`src/hmba_map.vh`:
```
// Purpose: Constants for the memory bus arbiter
// Assumes: Plain Verilog-2005 includer
// Notes:   Widths and grant codes shared by both design files
`ifndef HMBA_MAP_VH
`define HMBA_MAP_VH

`define HMBA_PADDR_W     22
`define HMBA_DADDR_W     32
`define HMBA_DATA_W      32
`define HMBA_NREQ        5
// Grant index, highest priority first
`define HMBA_G_DWR       0
`define HMBA_G_PWR       1
`define HMBA_G_DRD       2
`define HMBA_G_PRD       3
`define HMBA_G_FET       4
`define HMBA_GRANT_RST   5'h00
`define HMBA_WORD_RST    32'h0000_0000

`endif

```
`src/hmba_arbiter.v`:
```
// Purpose: Harvard memory bus arbiter, one grant per target per cycle
// Assumes: Core requests on sys_clk; each request names its target
// Notes:   Grants registered; a losing request waits, held by the core
`timescale 1ns/1ps
`default_nettype none
`include "hmba_map.vh"

// Summary of operation
// - Three independent buses: program read, data read, write
// - Program read bus: 22 address, 32 data
// - Data read/write buses: 32 address, 32 data
// - 32-bit data transfer in one cycle
// - Fetch, read, write together if targets differ
// - Each target has its own priority logic
// - Priority: data-write, program-write, data-read, program-read, fetch
module hmba_arbiter #(
    parameter NTGT = 4
) (
    input  wire                     sys_clk,
    input  wire                     reset,
    // Requests, each with a one-hot target select
    input  wire                     dwr_req,
    input  wire [NTGT-1:0]          dwr_sel,
    input  wire [`HMBA_DADDR_W-1:0] dwr_addr,
    input  wire [`HMBA_DATA_W-1:0]  dwr_data,
    input  wire                     pwr_req,
    input  wire [NTGT-1:0]          pwr_sel,
    input  wire [`HMBA_PADDR_W-1:0] pwr_addr,
    input  wire [`HMBA_DATA_W-1:0]  pwr_data,
    input  wire                     drd_req,
    input  wire [NTGT-1:0]          drd_sel,
    input  wire [`HMBA_DADDR_W-1:0] drd_addr,
    input  wire                     prd_req,
    input  wire [NTGT-1:0]          prd_sel,
    input  wire [`HMBA_PADDR_W-1:0] prd_addr,
    input  wire                     fet_req,
    input  wire [NTGT-1:0]          fet_sel,
    input  wire [`HMBA_PADDR_W-1:0] fet_addr,
    // Per-request completion, one-cycle pulses; wait flags held while the request loses
    output reg                      dwr_done,
    output reg                      pwr_done,
    output reg                      drd_done,
    output reg                      prd_done,
    output reg                      fet_done,
    output reg                      drd_wait,
    output reg                      prd_wait,
    output reg                      fet_wait,
    output reg                      dwr_wait,
    output reg                      pwr_wait,
    // Read data back to the core
    input  wire [NTGT*`HMBA_DATA_W-1:0] tgt_rdata,
    output reg  [`HMBA_DATA_W-1:0]  drd_rdata,
    output reg  [`HMBA_DATA_W-1:0]  prg_rdata,
    // Per-target access, registered
    output reg  [NTGT-1:0]          tgt_en,
    output reg  [NTGT-1:0]          tgt_we,
    output reg  [NTGT*`HMBA_DADDR_W-1:0] tgt_addr,
    output reg  [NTGT*`HMBA_DATA_W-1:0]  tgt_wdata
);
    // =========================================================
    // Per-target arbitration
    // =========================================================
    wire [NTGT*`HMBA_NREQ-1:0]    g_flat;     // One grant field per target
    wire [NTGT-1:0]               en_next;
    wire [NTGT-1:0]               we_next;
    wire [NTGT*`HMBA_DADDR_W-1:0] addr_next;
    wire [NTGT*`HMBA_DATA_W-1:0]  wdata_next;
    wire                          won_dwr;
    wire                          won_pwr;
    wire                          won_drd;
    wire                          won_prd;
    wire                          won_fet;
    reg  [`HMBA_NREQ-1:0]         won;
    reg  [`HMBA_NREQ-1:0]         won_reg;
    reg  [NTGT-1:0]               dsrc_reg;   // Targets whose data read is due
    reg  [NTGT-1:0]               psrc_reg;   // Targets whose program read is due
    reg  [`HMBA_DATA_W-1:0]       drd_next;
    reg  [`HMBA_DATA_W-1:0]       prg_next;
    integer                       j;
    integer                       m;

    genvar t;
    generate
        for (t = 0; t < NTGT; t = t + 1) begin : g_tgt
            wire [`HMBA_NREQ-1:0] r;
            wire [`HMBA_NREQ-1:0] gnt;
            // Bit order is grant order, data write at bit 0
            // Each target decides alone, so disjoint targets all complete, except that a fetch won with a program read gets no word
            assign r = {fet_req & fet_sel[t], prd_req & prd_sel[t],
                        drd_req & drd_sel[t], pwr_req & pwr_sel[t],
                        dwr_req & dwr_sel[t]};
            hmba_prio i_hmba_prio (
                .req   (r),
                .grant (gnt)
            );
            assign g_flat[t*`HMBA_NREQ +: `HMBA_NREQ] = gnt;
            assign en_next[t] = |gnt;
            assign we_next[t] = gnt[`HMBA_G_DWR] | gnt[`HMBA_G_PWR];
            // Program-side addresses widened with zeros
            assign addr_next[t*`HMBA_DADDR_W +: `HMBA_DADDR_W] =
                gnt[`HMBA_G_DWR] ? dwr_addr :
                gnt[`HMBA_G_PWR] ? {{(`HMBA_DADDR_W-`HMBA_PADDR_W){1'b0}}, pwr_addr} :
                gnt[`HMBA_G_DRD] ? drd_addr :
                gnt[`HMBA_G_PRD] ? {{(`HMBA_DADDR_W-`HMBA_PADDR_W){1'b0}}, prd_addr} :
                gnt[`HMBA_G_FET] ? {{(`HMBA_DADDR_W-`HMBA_PADDR_W){1'b0}}, fet_addr} :
                tgt_addr[t*`HMBA_DADDR_W +: `HMBA_DADDR_W];
            // A read leaves the last written word standing
            assign wdata_next[t*`HMBA_DATA_W +: `HMBA_DATA_W] =
                gnt[`HMBA_G_DWR] ? dwr_data :
                gnt[`HMBA_G_PWR] ? pwr_data :
                tgt_wdata[t*`HMBA_DATA_W +: `HMBA_DATA_W];
        end
    endgenerate

    // =========================================================
    // Target access registers
    // =========================================================
    always @(posedge sys_clk or posedge reset) begin
        if (reset) begin
            tgt_en    <= {NTGT{1'b0}};
            tgt_we    <= {NTGT{1'b0}};
            tgt_addr  <= {(NTGT*`HMBA_DADDR_W){1'b0}};
            tgt_wdata <= {(NTGT*`HMBA_DATA_W){1'b0}};
        end else begin
            tgt_en    <= en_next;
            tgt_we    <= we_next;
            // Whole 32-bit word per access, no splitting
            tgt_addr  <= addr_next;
            tgt_wdata <= wdata_next;
        end
    end

    // =========================================================
    // Collect grants per requester
    // =========================================================
    always @* begin
        won = {`HMBA_NREQ{1'b0}};
        for (j = 0; j < NTGT; j = j + 1)
            won = won | g_flat[j*`HMBA_NREQ +: `HMBA_NREQ];
    end

    assign won_dwr = won[`HMBA_G_DWR];
    assign won_pwr = won[`HMBA_G_PWR];
    assign won_drd = won[`HMBA_G_DRD];
    assign won_prd = won[`HMBA_G_PRD];
    assign won_fet = won[`HMBA_G_FET];

    // =========================================================
    // Write completion and wait
    // =========================================================
    always @(posedge sys_clk or posedge reset) begin
        if (reset) begin
            dwr_done <= 1'b0;
            pwr_done <= 1'b0;
            dwr_wait <= 1'b0;
            pwr_wait <= 1'b0;
            drd_wait <= 1'b0;
            prd_wait <= 1'b0;
            fet_wait <= 1'b0;
        end else begin
            // A write ends together with its strobe
            dwr_done <= won_dwr;
            pwr_done <= won_pwr;
            // Losers wait; the core holds address and data meanwhile
            dwr_wait <= dwr_req & ~won_dwr;
            pwr_wait <= pwr_req & ~won_pwr;
            drd_wait <= drd_req & ~won_drd;
            prd_wait <= prd_req & ~won_prd;
            fet_wait <= fet_req & ~won_fet;
        end
    end

    // =========================================================
    // Read-data selection
    // =========================================================
    always @* begin
        drd_next = drd_rdata;
        prg_next = prg_rdata;
        for (m = 0; m < NTGT; m = m + 1) begin
            if (dsrc_reg[m])
                drd_next = tgt_rdata[m*`HMBA_DATA_W +: `HMBA_DATA_W];
            if (psrc_reg[m])
                prg_next = tgt_rdata[m*`HMBA_DATA_W +: `HMBA_DATA_W];
        end
    end

    // =========================================================
    // Read-data return
    // =========================================================
    always @(posedge sys_clk or posedge reset) begin
        if (reset) begin
            won_reg   <= `HMBA_GRANT_RST;
            dsrc_reg  <= {NTGT{1'b0}};
            psrc_reg  <= {NTGT{1'b0}};
            drd_done  <= 1'b0;
            prd_done  <= 1'b0;
            fet_done  <= 1'b0;
            drd_rdata <= `HMBA_WORD_RST;
            prg_rdata <= `HMBA_WORD_RST;
        end else begin
            won_reg  <= won;
            dsrc_reg <= {NTGT{won_drd}} & drd_sel;
            // Program read and fetch share one return path; program read takes it when both win
            psrc_reg <= {NTGT{won_prd | won_fet}} &
                        (won_prd ? prd_sel : fet_sel);
            // Word taken the cycle after the strobe; separate data and
            // program read buses
            drd_done  <= won_reg[`HMBA_G_DRD];
            prd_done  <= won_reg[`HMBA_G_PRD];
            fet_done  <= won_reg[`HMBA_G_FET];
            drd_rdata <= drd_next;
            prg_rdata <= prg_next;
        end
    end
endmodule // hmba_arbiter

`default_nettype wire

```
`src/hmba_prio.v`:
```
// Purpose: Fixed priority picker for one target
// Assumes: Requests from the same clock domain
// Notes:   Lowest index wins
`timescale 1ns/1ps
`default_nettype none
`include "hmba_map.vh"

module hmba_prio (
    input  wire [`HMBA_NREQ-1:0] req,
    output reg  [`HMBA_NREQ-1:0] grant
);
    integer i;
    reg     found;

    always @* begin
        grant = {`HMBA_NREQ{1'b0}};
        found = 1'b0;
        for (i = 0; i < `HMBA_NREQ; i = i + 1) begin
            if (req[i] && !found) begin
                grant[i] = 1'b1;
                found    = 1'b1;
            end
        end
    end
endmodule // hmba_prio

`default_nettype wire

```
`config.mk`:
```
export PLATFORM = sky130hd
export DESIGN_NAME = hmba_arbiter
export DESIGN_NICKNAME = d
export VERILOG_FILES = /design/src/hmba_arbiter.v /design/src/hmba_prio.v
export VERILOG_INCLUDE_DIRS = /design/src /design/src/src
export SDC_FILE = /design/constraint.sdc
export NUM_CORES = 1
export LEC_CHECK = 0
export ABC_AREA = 1
export BUFFER_PORTS_ARGS = -buffer_cell sky130_fd_sc_hd__buf_4
export CAP_MARGIN = 40
export CORE_AREA = 2 2 266 268
export CTS_CLUSTER_SIZE = 14
export DETAILED_ROUTE_END_ITERATION = 12
export DIE_AREA = 0 0 268 270
export PLACE_DENSITY_LB_ADDON = 0.05
export RECOVER_POWER = 25
export REMOVE_ABC_BUFFERS = 1
export SETUP_SLACK_MARGIN = 0.3
export SKIP_LAST_GASP = 1
export SLEW_MARGIN = 30
export SYNTH_ARGS = -nofsm -noshare
export SYNTH_HDL_FRONTEND = slang
export SYNTH_SLANG_ARGS = --single-unit
```
`constraint.sdc`:
```
create_clock -name sys_clk -period 16.4 [get_ports sys_clk]
set_input_delay 3.28 -clock sys_clk [delete_from_list [all_inputs] [get_ports sys_clk]]
set_output_delay 3.28 -clock sys_clk [all_outputs]
set_load 0.05 [all_outputs]
```
== After elaboration in Yosys (flattened, before gate mapping) ==
Index checks and enable logic that the tools add are counted.

* Bits in registers: 351
* Output and inout bits: 338

* Multiplexer cells: 69
* Bitwise operators: 40
* Reduce and logical (&&, ||, !) cells: 46

{| class="wikitable"
|+ Operator list
! kind !! count
|-
| 2-to-1 mux 32 bit || 36
|-
| 2-to-1 mux 1 bit || 32
|-
| AND 1 bit || 25
|-
| nonzero test 5 bit || 4
|-
| OR reduction 5 bit || 4
|-
| logical AND 1 bit || 16
|-
| logical NOT 1 bit || 16
|-
| bitwise OR 5 bit || 3
|-
| AND 4 bit || 2
|-
| nonzero test 2 bit || 4
|-
| nonzero test 4 bit || 2
|-
| NOT 1 bit || 5
|-
| bitwise OR 1 bit || 5
|-
| 2-to-1 mux 4 bit || 1
|}

== Depth between registers and ports, before layout ==
Gate-level depths: netlist (run 1).

* Word-level depth: 19
* Depth in mapped cells: 12

== Hierarchy ==
Synthesis (run 1) repeated with hierarchy kept, for this count alone.

* Cell total of the unflattened synthesis: 3019
* Area, all modules: 20240.7 um^2

{| class="wikitable"
|+ By module, submodules not included
! module !! times used !! cells each !! area each (um^2) !! sequential area each (um^2)
|-
| hmba_arbiter || 1 || 2975 || 20055.5 || 8733.4
|-
| hmba_prio || 4 || 11 || 46.3 || 0.0
|}

== Worst setup path after synthesis (run 1) ==
OpenSTA, ideal clock, no wires.

* Kind: input -> register
* From: in pwr_req
* To: reg tgt_addr[118]
* Library setup time: 142 ps
* Arrival time: 4329 ps
* Setup slack: 11929 ps
* Cell stages on the path: 8
* Buffers on the path: 3
* Path through: buf_2 > nand2_1 > nand2_2 > inv_2 > nand2_2 > buf_2 > buf_2 > o221ai_1

* Word-level cells in the longest chain between the ends: 13
* Elaborated cells on any way between the ends: 20
* Those cells by class: mux: 11; bitwise: 1; reduce/logical: 8

{| class="wikitable"
|+ RTL lines
! element !! RTL line !! source
|-
| start, declared || hmba_arbiter.v:26 || <nowiki>input wire pwr_req,</nowiki>
|-
| AND 1 bit * || hmba_arbiter.v:90 || <nowiki>drd_req & drd_sel[t], pwr_req & pwr_sel[t],</nowiki>
|-
| logical AND 1 bit * || hmba_prio.v:19 || <nowiki>if (req[i] && !found) begin</nowiki>
|-
| 2-to-1 mux 1 bit || hmba_prio.v:19 ||
|-
| logical NOT 1 bit || hmba_prio.v:19 ||
|-
| logical AND 1 bit || hmba_prio.v:19 ||
|-
| 2-to-1 mux 1 bit || hmba_prio.v:19 ||
|-
| logical NOT 1 bit || hmba_prio.v:19 ||
|-
| logical AND 1 bit || hmba_prio.v:19 ||
|-
| 2-to-1 mux 1 bit || hmba_prio.v:19 ||
|-
| 2-to-1 mux 32 bit / logical NOT 1 bit (equally long branches) || hmba_arbiter.v:104, hmba_prio.v:19 ||
|-
| 2-to-1 mux 32 bit / logical AND 1 bit (equally long branches) || hmba_arbiter.v:103, hmba_prio.v:19 ||
|-
| 2-to-1 mux 32 bit / 2-to-1 mux 1 bit (equally long branches) || hmba_arbiter.v:102, hmba_prio.v:19 ||
|-
| 2-to-1 mux 32 bit / nonzero test 5 bit (equally long branches) || -- ||
|-
| end signal, assigned || hmba_arbiter.v:122 || <nowiki>tgt_addr <= {(NTGT*`HMBA_DADDR_W){1'b0}};</nowiki>
|-
| end signal, assigned || hmba_arbiter.v:128 || <nowiki>tgt_addr <= addr_next;</nowiki>
|-
| end, declared || hmba_arbiter.v:57 || <nowiki>output reg [NTGT*`HMBA_DADDR_W-1:0] tgt_addr,</nowiki>
|}

Every way passes the cells marked *; elsewhere a longest branch is shown, timed or not.
A chain may end at the register's enable or synchronous reset.

==> run summary, run 1 <==
multiplexer area fraction after synthesis = 0%
Max Cap Viol = 1
adder-cell share of the synthesized area = 0%
WL per Instance = 24.72 um
flops & latches, synth = 349
synth top area cells = dfrtp_1 (45%), nand2_1 (18%), nand3_1 (5.9%)
Post-Synth XOR/XNOR Area = 0%
hold path start = won_reg[4]
crit path launch type = primary input
RSZ-0062 raised after global routing = no
drt drc = 0
area leader, netlist = dfrtp_1
main combinational cell family by area after synthesis = simple AND/OR/NAND/NOR gates
CTS tree = yes
most frequent cells in the layout = nand2_1 (939), buf_4 (671), dfrtp_1 (347), nand3_1 (223), inv_1 (200)
worst relative slew slack = -230.5%
grt total ovfl = 0
cts repair resizes = 0
peak supply drop = 0.07287 mV
post-synthesis compound-gate area fraction = 18.06%
via count = 22080
width of the chip = 268 um
Starting Density = 27.70%
# setup viols final = 0
Worst EP required = 15.90 ns
fmax = 121.2 MHz
top cell type's share of synthesized area = 45.33%
biggest regs = tgt_addr: 128 flops, tgt_wdata: 128 flops
Layout Nets = 3601
Final Hold Fails = 0
number of clock sinks = 349
worst-path maximum fanout = 87
total clock buffers created by CTS = 45
CTS Buffer Depth = 3
# port buffers = 686
row cnt = 97
critical path class = in2async
YS warnings = 0
commonest non-fill, non-tap cell in the layout = nand2_1
Total Routing Usage GR = 28.07%
Pwr Density = 131.7 mW/mm^2
Ports = 687
Layout area overhead = 39.91%
later-pin clock latency in the skew report = 0.58 ns
routability cong. = 0.8767
vias in the first global route = 21620
P_leak = 13.48 nW
postcts setup bufs = 0
die area = 0.07236 sq mm
global-route wire length before repair = 151300 um
Yosys cell types = 24
Mapped Avg Cell Area = 7.251 sq um
worst r2r src = psrc_reg[2]
clk_skew = 0.01966 ns
area of the multi-input gates = 0.009047 sq mm
Post-Synthesis Cells = 2657
largest net degree at the start of global routing = 137
HP Class = reg2reg
Vias/cell = 5.213
dpl hpwl = 71250 um
Synth Area in Simple Gates = 28.38%
sequential area share after synthesis = 45.33%
Root Buffer = clkbuf_16
initial antenna violation count = 19
Critical Path End Type = asynchronous set/reset pin
fraction of layout cells with a size suffix above 1 = 25.47%
number of DRC markers in iteration 0 = 1926
CORE AREA = 0.06954 sq mm
fin crit share = 50.31%
Pins Over Slew Limit = 88
height of the die = 270 um
ANT nets after route = 0
clock-pin slew on the worst setup and hold paths = 0.06 ns
hold buffers post-CTS = 0
failing checks = max-capacitance violations, max-slew violations
status = complete, but fails checks
Critical path origin = reset
Post-Route WL = 104700 um
worst-margin pin slew = 4.958 ns
PnR Total Power = 0.003551 W
fin crit period = 8.251 ns
CTS HTree Levels = 2
CP Data Arrival Time = 7.75 ns
register area = 0.008738 sq mm
mapped cell area = 0.01926 sq mm
DR pass1 iterations = 5
TNS Setup = 0 ns
filler instances = 7330
power by group:
group          switching (W)  total (W)  internal (W)  leakage, nW
sequential          0.000106    0.00112       0.00101         4.22
combinational        0.00101    0.00142      0.000403         8.52
clock               0.000421    0.00102      0.000597        0.734
total                0.00154    0.00355       0.00201         13.5
synthesized netlist by cell type:
cell type,instances
nor2_4,3
a21oi_1,175
inv_2,13
nor2_2,2
clkinv_1,4
nand3_1,228
nand4_1,5
nand2_1,947
o221ai_1,40
nand2_2,11
inv_1,203
buf_2,57
nor2_1,164
a41oi_1,32
buf_1,6
o22a_1,32
o21ai_0,74
buf_4,1
dfrtp_1,349
clkbuf_1,118
o22ai_1,57
nand3_2,1
o211ai_1,116
o21ai_1,19
layer usage:
layer	part of all wire [%]	vias to the layer above	GRT usage (%)
li1	-	10020	-
met1	40	10710	35.42
met2	47	1130	45.96
met3	9.3	202	7.084
met4	3.6	18	10.61
met5	0.098	-	0
critical path: stages:
cell	delay (ns)
clkbuf_4	0.11
clkinvlp_2	0.73
clkbuf_1	3.51
stage by stage:
step	util, %	cell area, sq um	worst slack [ns]	hold WS, ns	cells
after global routing	38.75	26950	7.084	0.3557	4234
final	38.76	26950	8.149	0.3477	4236
after floorplan	-	18510	3.442	0.3312	2475
after global placement	36.17	25150	9.297	0.3324	4129
after detailed placement	36.56	25420	9.525	0.3355	4140
after CTS	38.70	26910	10.13	0.3487	4221
layout make-up:
type / instances / area share (%)
multi-input combinational: 1906 / 33.57
clock inverter: 13 / 0.5478
inverter: 220 / 3.101
tap: 940 / 4.364
timing repair buffer: 730 / 20.93
sequential: 349 / 32.42
clock buffer: 68 / 4.981
antenna: 10 / 0.09284
final timing paths:
check | to | slack, ns | cells after the start
max in group sys_clk | tgt_addr[108] | 10.11 | 11
setup / recovery | tgt_wdata[46] | 8.15 | 3
hold / removal | fet_done | 0.35 | 0
hold reg to reg | fet_done | 0.35 | 0
min in group asynchronous | tgt_wdata[56] | 2.97 | 2
setup reg to reg | prg_rdata[22] | 14.15 | 6
kinds of logic (layout without fill, tap and decap cells):
family / Yosys count / after routing
buf+inv: 402 / 1031
simple gates: 1361 / 1361
other cells: 0 / 10
compound gates: 545 / 545
flops: 349 / 349
Note: power is estimated with default switching activity, not from simulation.
==> inputs of run 2 (changes only) <==
==> constraint.sdc (replaced) <==
create_clock -name sys_clk -period 6.63 [get_ports sys_clk]
set_input_delay 1.326 -clock sys_clk [delete_from_list [all_inputs] [get_ports sys_clk]]
set_output_delay 1.326 -clock sys_clk [all_outputs]
set_load 0.05 [all_outputs]
==> run 2 against run 1 <==
Against the previous run:
- the flow still finishes with violations (max-capacitance violations, max-slew violations)
- global-route usage is 0.15 points higher
- critical path depth is 7 higher
- die area stayed put
- routed wire length is 0.84% higher
- core utilization hardly changed
- clock skew is 0.0061 ns lower
- count of clock-buffer cells in the layout is 1 lower
- power is 150% higher
- combinational power is 150% higher
- cell area hardly changed
- final cell count hardly changed
- highest routed layer unchanged
==> run summary, run 2 (same netlist as run 1, synthesis figures left out) <==
RSZ-0062 raised after global routing = no
Setup WS pre-CTS = 1.674 ns
uppermost routed layer = met5
later-pin clock latency in the skew report = 0.59 ns
# setup viols final = 0
worst stage delay on the critical path = 0.81 ns
clock-pin slew on the worst setup and hold paths = 0.06 ns
global-route wire length before repair = 151400 um
# port buffers = 686
PnR Total Power = 0.008785 W
fmax = 236.8 MHz
filler instances = 7274
P_int = 0.004974 W
Pins Over Slew Limit = 59
hold_ws = 0.3529 ns
hold buffers post-CTS = 0
die area = 0.07236 sq mm
Root Buffer = clkbuf_16
routability cong. = 0.8677
critical-path cell list = buf_4, nand2_2, nand2_2, nor2_4, nand2_1, nor2_4, buf_4, a21oi_1, nand2_1, nand2_1
clk_skew = 0.01360 ns
ANT nets after route = 0
Ports = 687
cell family contributing the most delay on the critical path = simple AND/OR/NAND/NOR gates
met3 WL post-DR = 10510 um
Critical Path End Type = flip-flop
sw frac = 43.38%
status = complete, but fails checks
WL per Instance = 24.91 um
worst-margin pin slew = 2.079 ns
CP Data Arrival Time = 4.68 ns
CORE AREA = 0.06954 sq mm
via count = 21980
vias in the first global route = 21470
HP Class = reg2reg
DRT met1 WL = 41810 um
biggest regs = tgt_addr: 128 flops, tgt_wdata: 128 flops
cts repair resizes = 0
largest net degree at the start of global routing = 138
CTS HTree Levels = 2
peak supply drop = 0.2149 mV
number of DRC markers in iteration 0 = 2091
worst relative slew slack = -39.38%
Final Hold Fails = 0
number of clock sinks = 349
Routed met2 length = 50180 um
fraction of layout cells with a size suffix above 1 = 25.96%
initial antenna violation count = 25
Combinational Power Share = 40.1%
width of the chip = 268 um
grt total ovfl = 0
Pwr Density = 325.9 mW/mm^2
total clock buffers created by CTS = 46
Max Cap Viol = 2
crit path launch type = primary input
Starting Density = 27.70%
CTS Buffer Depth = 3
P_leak = 13.51 nW
Post-Route WL = 105600 um
postcts setup bufs = 0
worst-path maximum fanout = 31
row cnt = 97
CTS tree = yes
Vias/cell = 5.184
Layout area overhead = 39.94%
DR pass1 iterations = 9
Max stage delay cell, worst path = nor2_4
failing checks = max-capacitance violations, max-slew violations
Worst EP required = 7.09 ns
most frequent cells in the layout = nand2_1 (940), buf_4 (710), dfrtp_1 (347), nand3_1 (223), inv_1 (198)
share of power burned in registers = 31.4%
dpl hpwl = 71590 um
fin crit period = 4.223 ns
Most common cell on crit path = nand2_1
height of the die = 270 um
commonest non-fill, non-tap cell in the layout = nand2_1
clock power share = 28.5%
critical path class = in2reg
Bufs and invs on worst path = 2
fin crit share = 63.69%
Total Routing Usage GR = 28.22%
Layout Nets = 3599
drt drc = 0
Worst Setup Slack, final = 2.407 ns
Psw = 0.003811 W
-- run 2: area by class of cell --
class	count	area (sq um)	area share, %
Inverter	220	835.8	3.100
Antenna cell	14	35.03	0.1299
Clock inverter	17	116.4	0.4316
Tap cell	940	1176	4.363
Multi-Input combinational cell	1906	9035	33.51
Clock buffer	67	1371	5.087
Timing Repair Buffer	727	5654	20.97
Sequential cell	349	8736	32.40
-- run 2: worst register-to-register path: stages, from the launching register on --
cell     delay, ns
dfrtp_2       0.33
buf_4         0.54
nor2_1        0.14
nand2_2       0.08
buf_4         0.55
nand2_1       0.17
o22a_1        0.21
-- run 2: final timing paths --
check	from	endpoint	slack [ns]	depth (start not counted)
max in group asynchronous	reset	tgt_wdata[127]	3.82	3
min in group asynchronous	reset	drd_rdata[26]	1.30	2
worst max-delay path	dwr_req	tgt_addr[112]	2.41	10
worst min register to register	won_reg[4]	fet_done	0.35	0
worst max register to register	dsrc_reg[3]	drd_rdata[17]	4.49	6
worst min-delay path	won_reg[4]	fet_done	0.35	0
-- run 2: per-stage QoR --
stage          util, %  std cells  cell area, sq um  setup TNS [ns]
2_1_floorplan        -       2475             18510        -1526.69
3_3_place_gp     36.17       4128             25160               0
3_5_place_dp     36.49       4138             25370               0
4_1_cts          38.63       4222             26860               0
5_1_grt          38.76       4238             26950               0
6_report         38.77       4240             26960               0
-- run 2: routing by layer --
metal | up-vias | track usage (%)
li1 | 10020 | -
met1 | 10690 | 35.01
met2 | 1075 | 45.80
met3 | 172 | 9.017
met4 | 20 | 10.03
met5 | - | 0
-- run 2: power by group through the flow --
stage	clock (W)	combinational [W]	sequential, W
after floorplan	0	0.000811	0.00404
after global placement	0	0.00349	0.00279
after detailed placement	0	0.00352	0.00279
after CTS	0.00257	0.00353	0.00276
after global routing	0.00266	0.00371	0.00280
final	0.00250	0.00352	0.00276
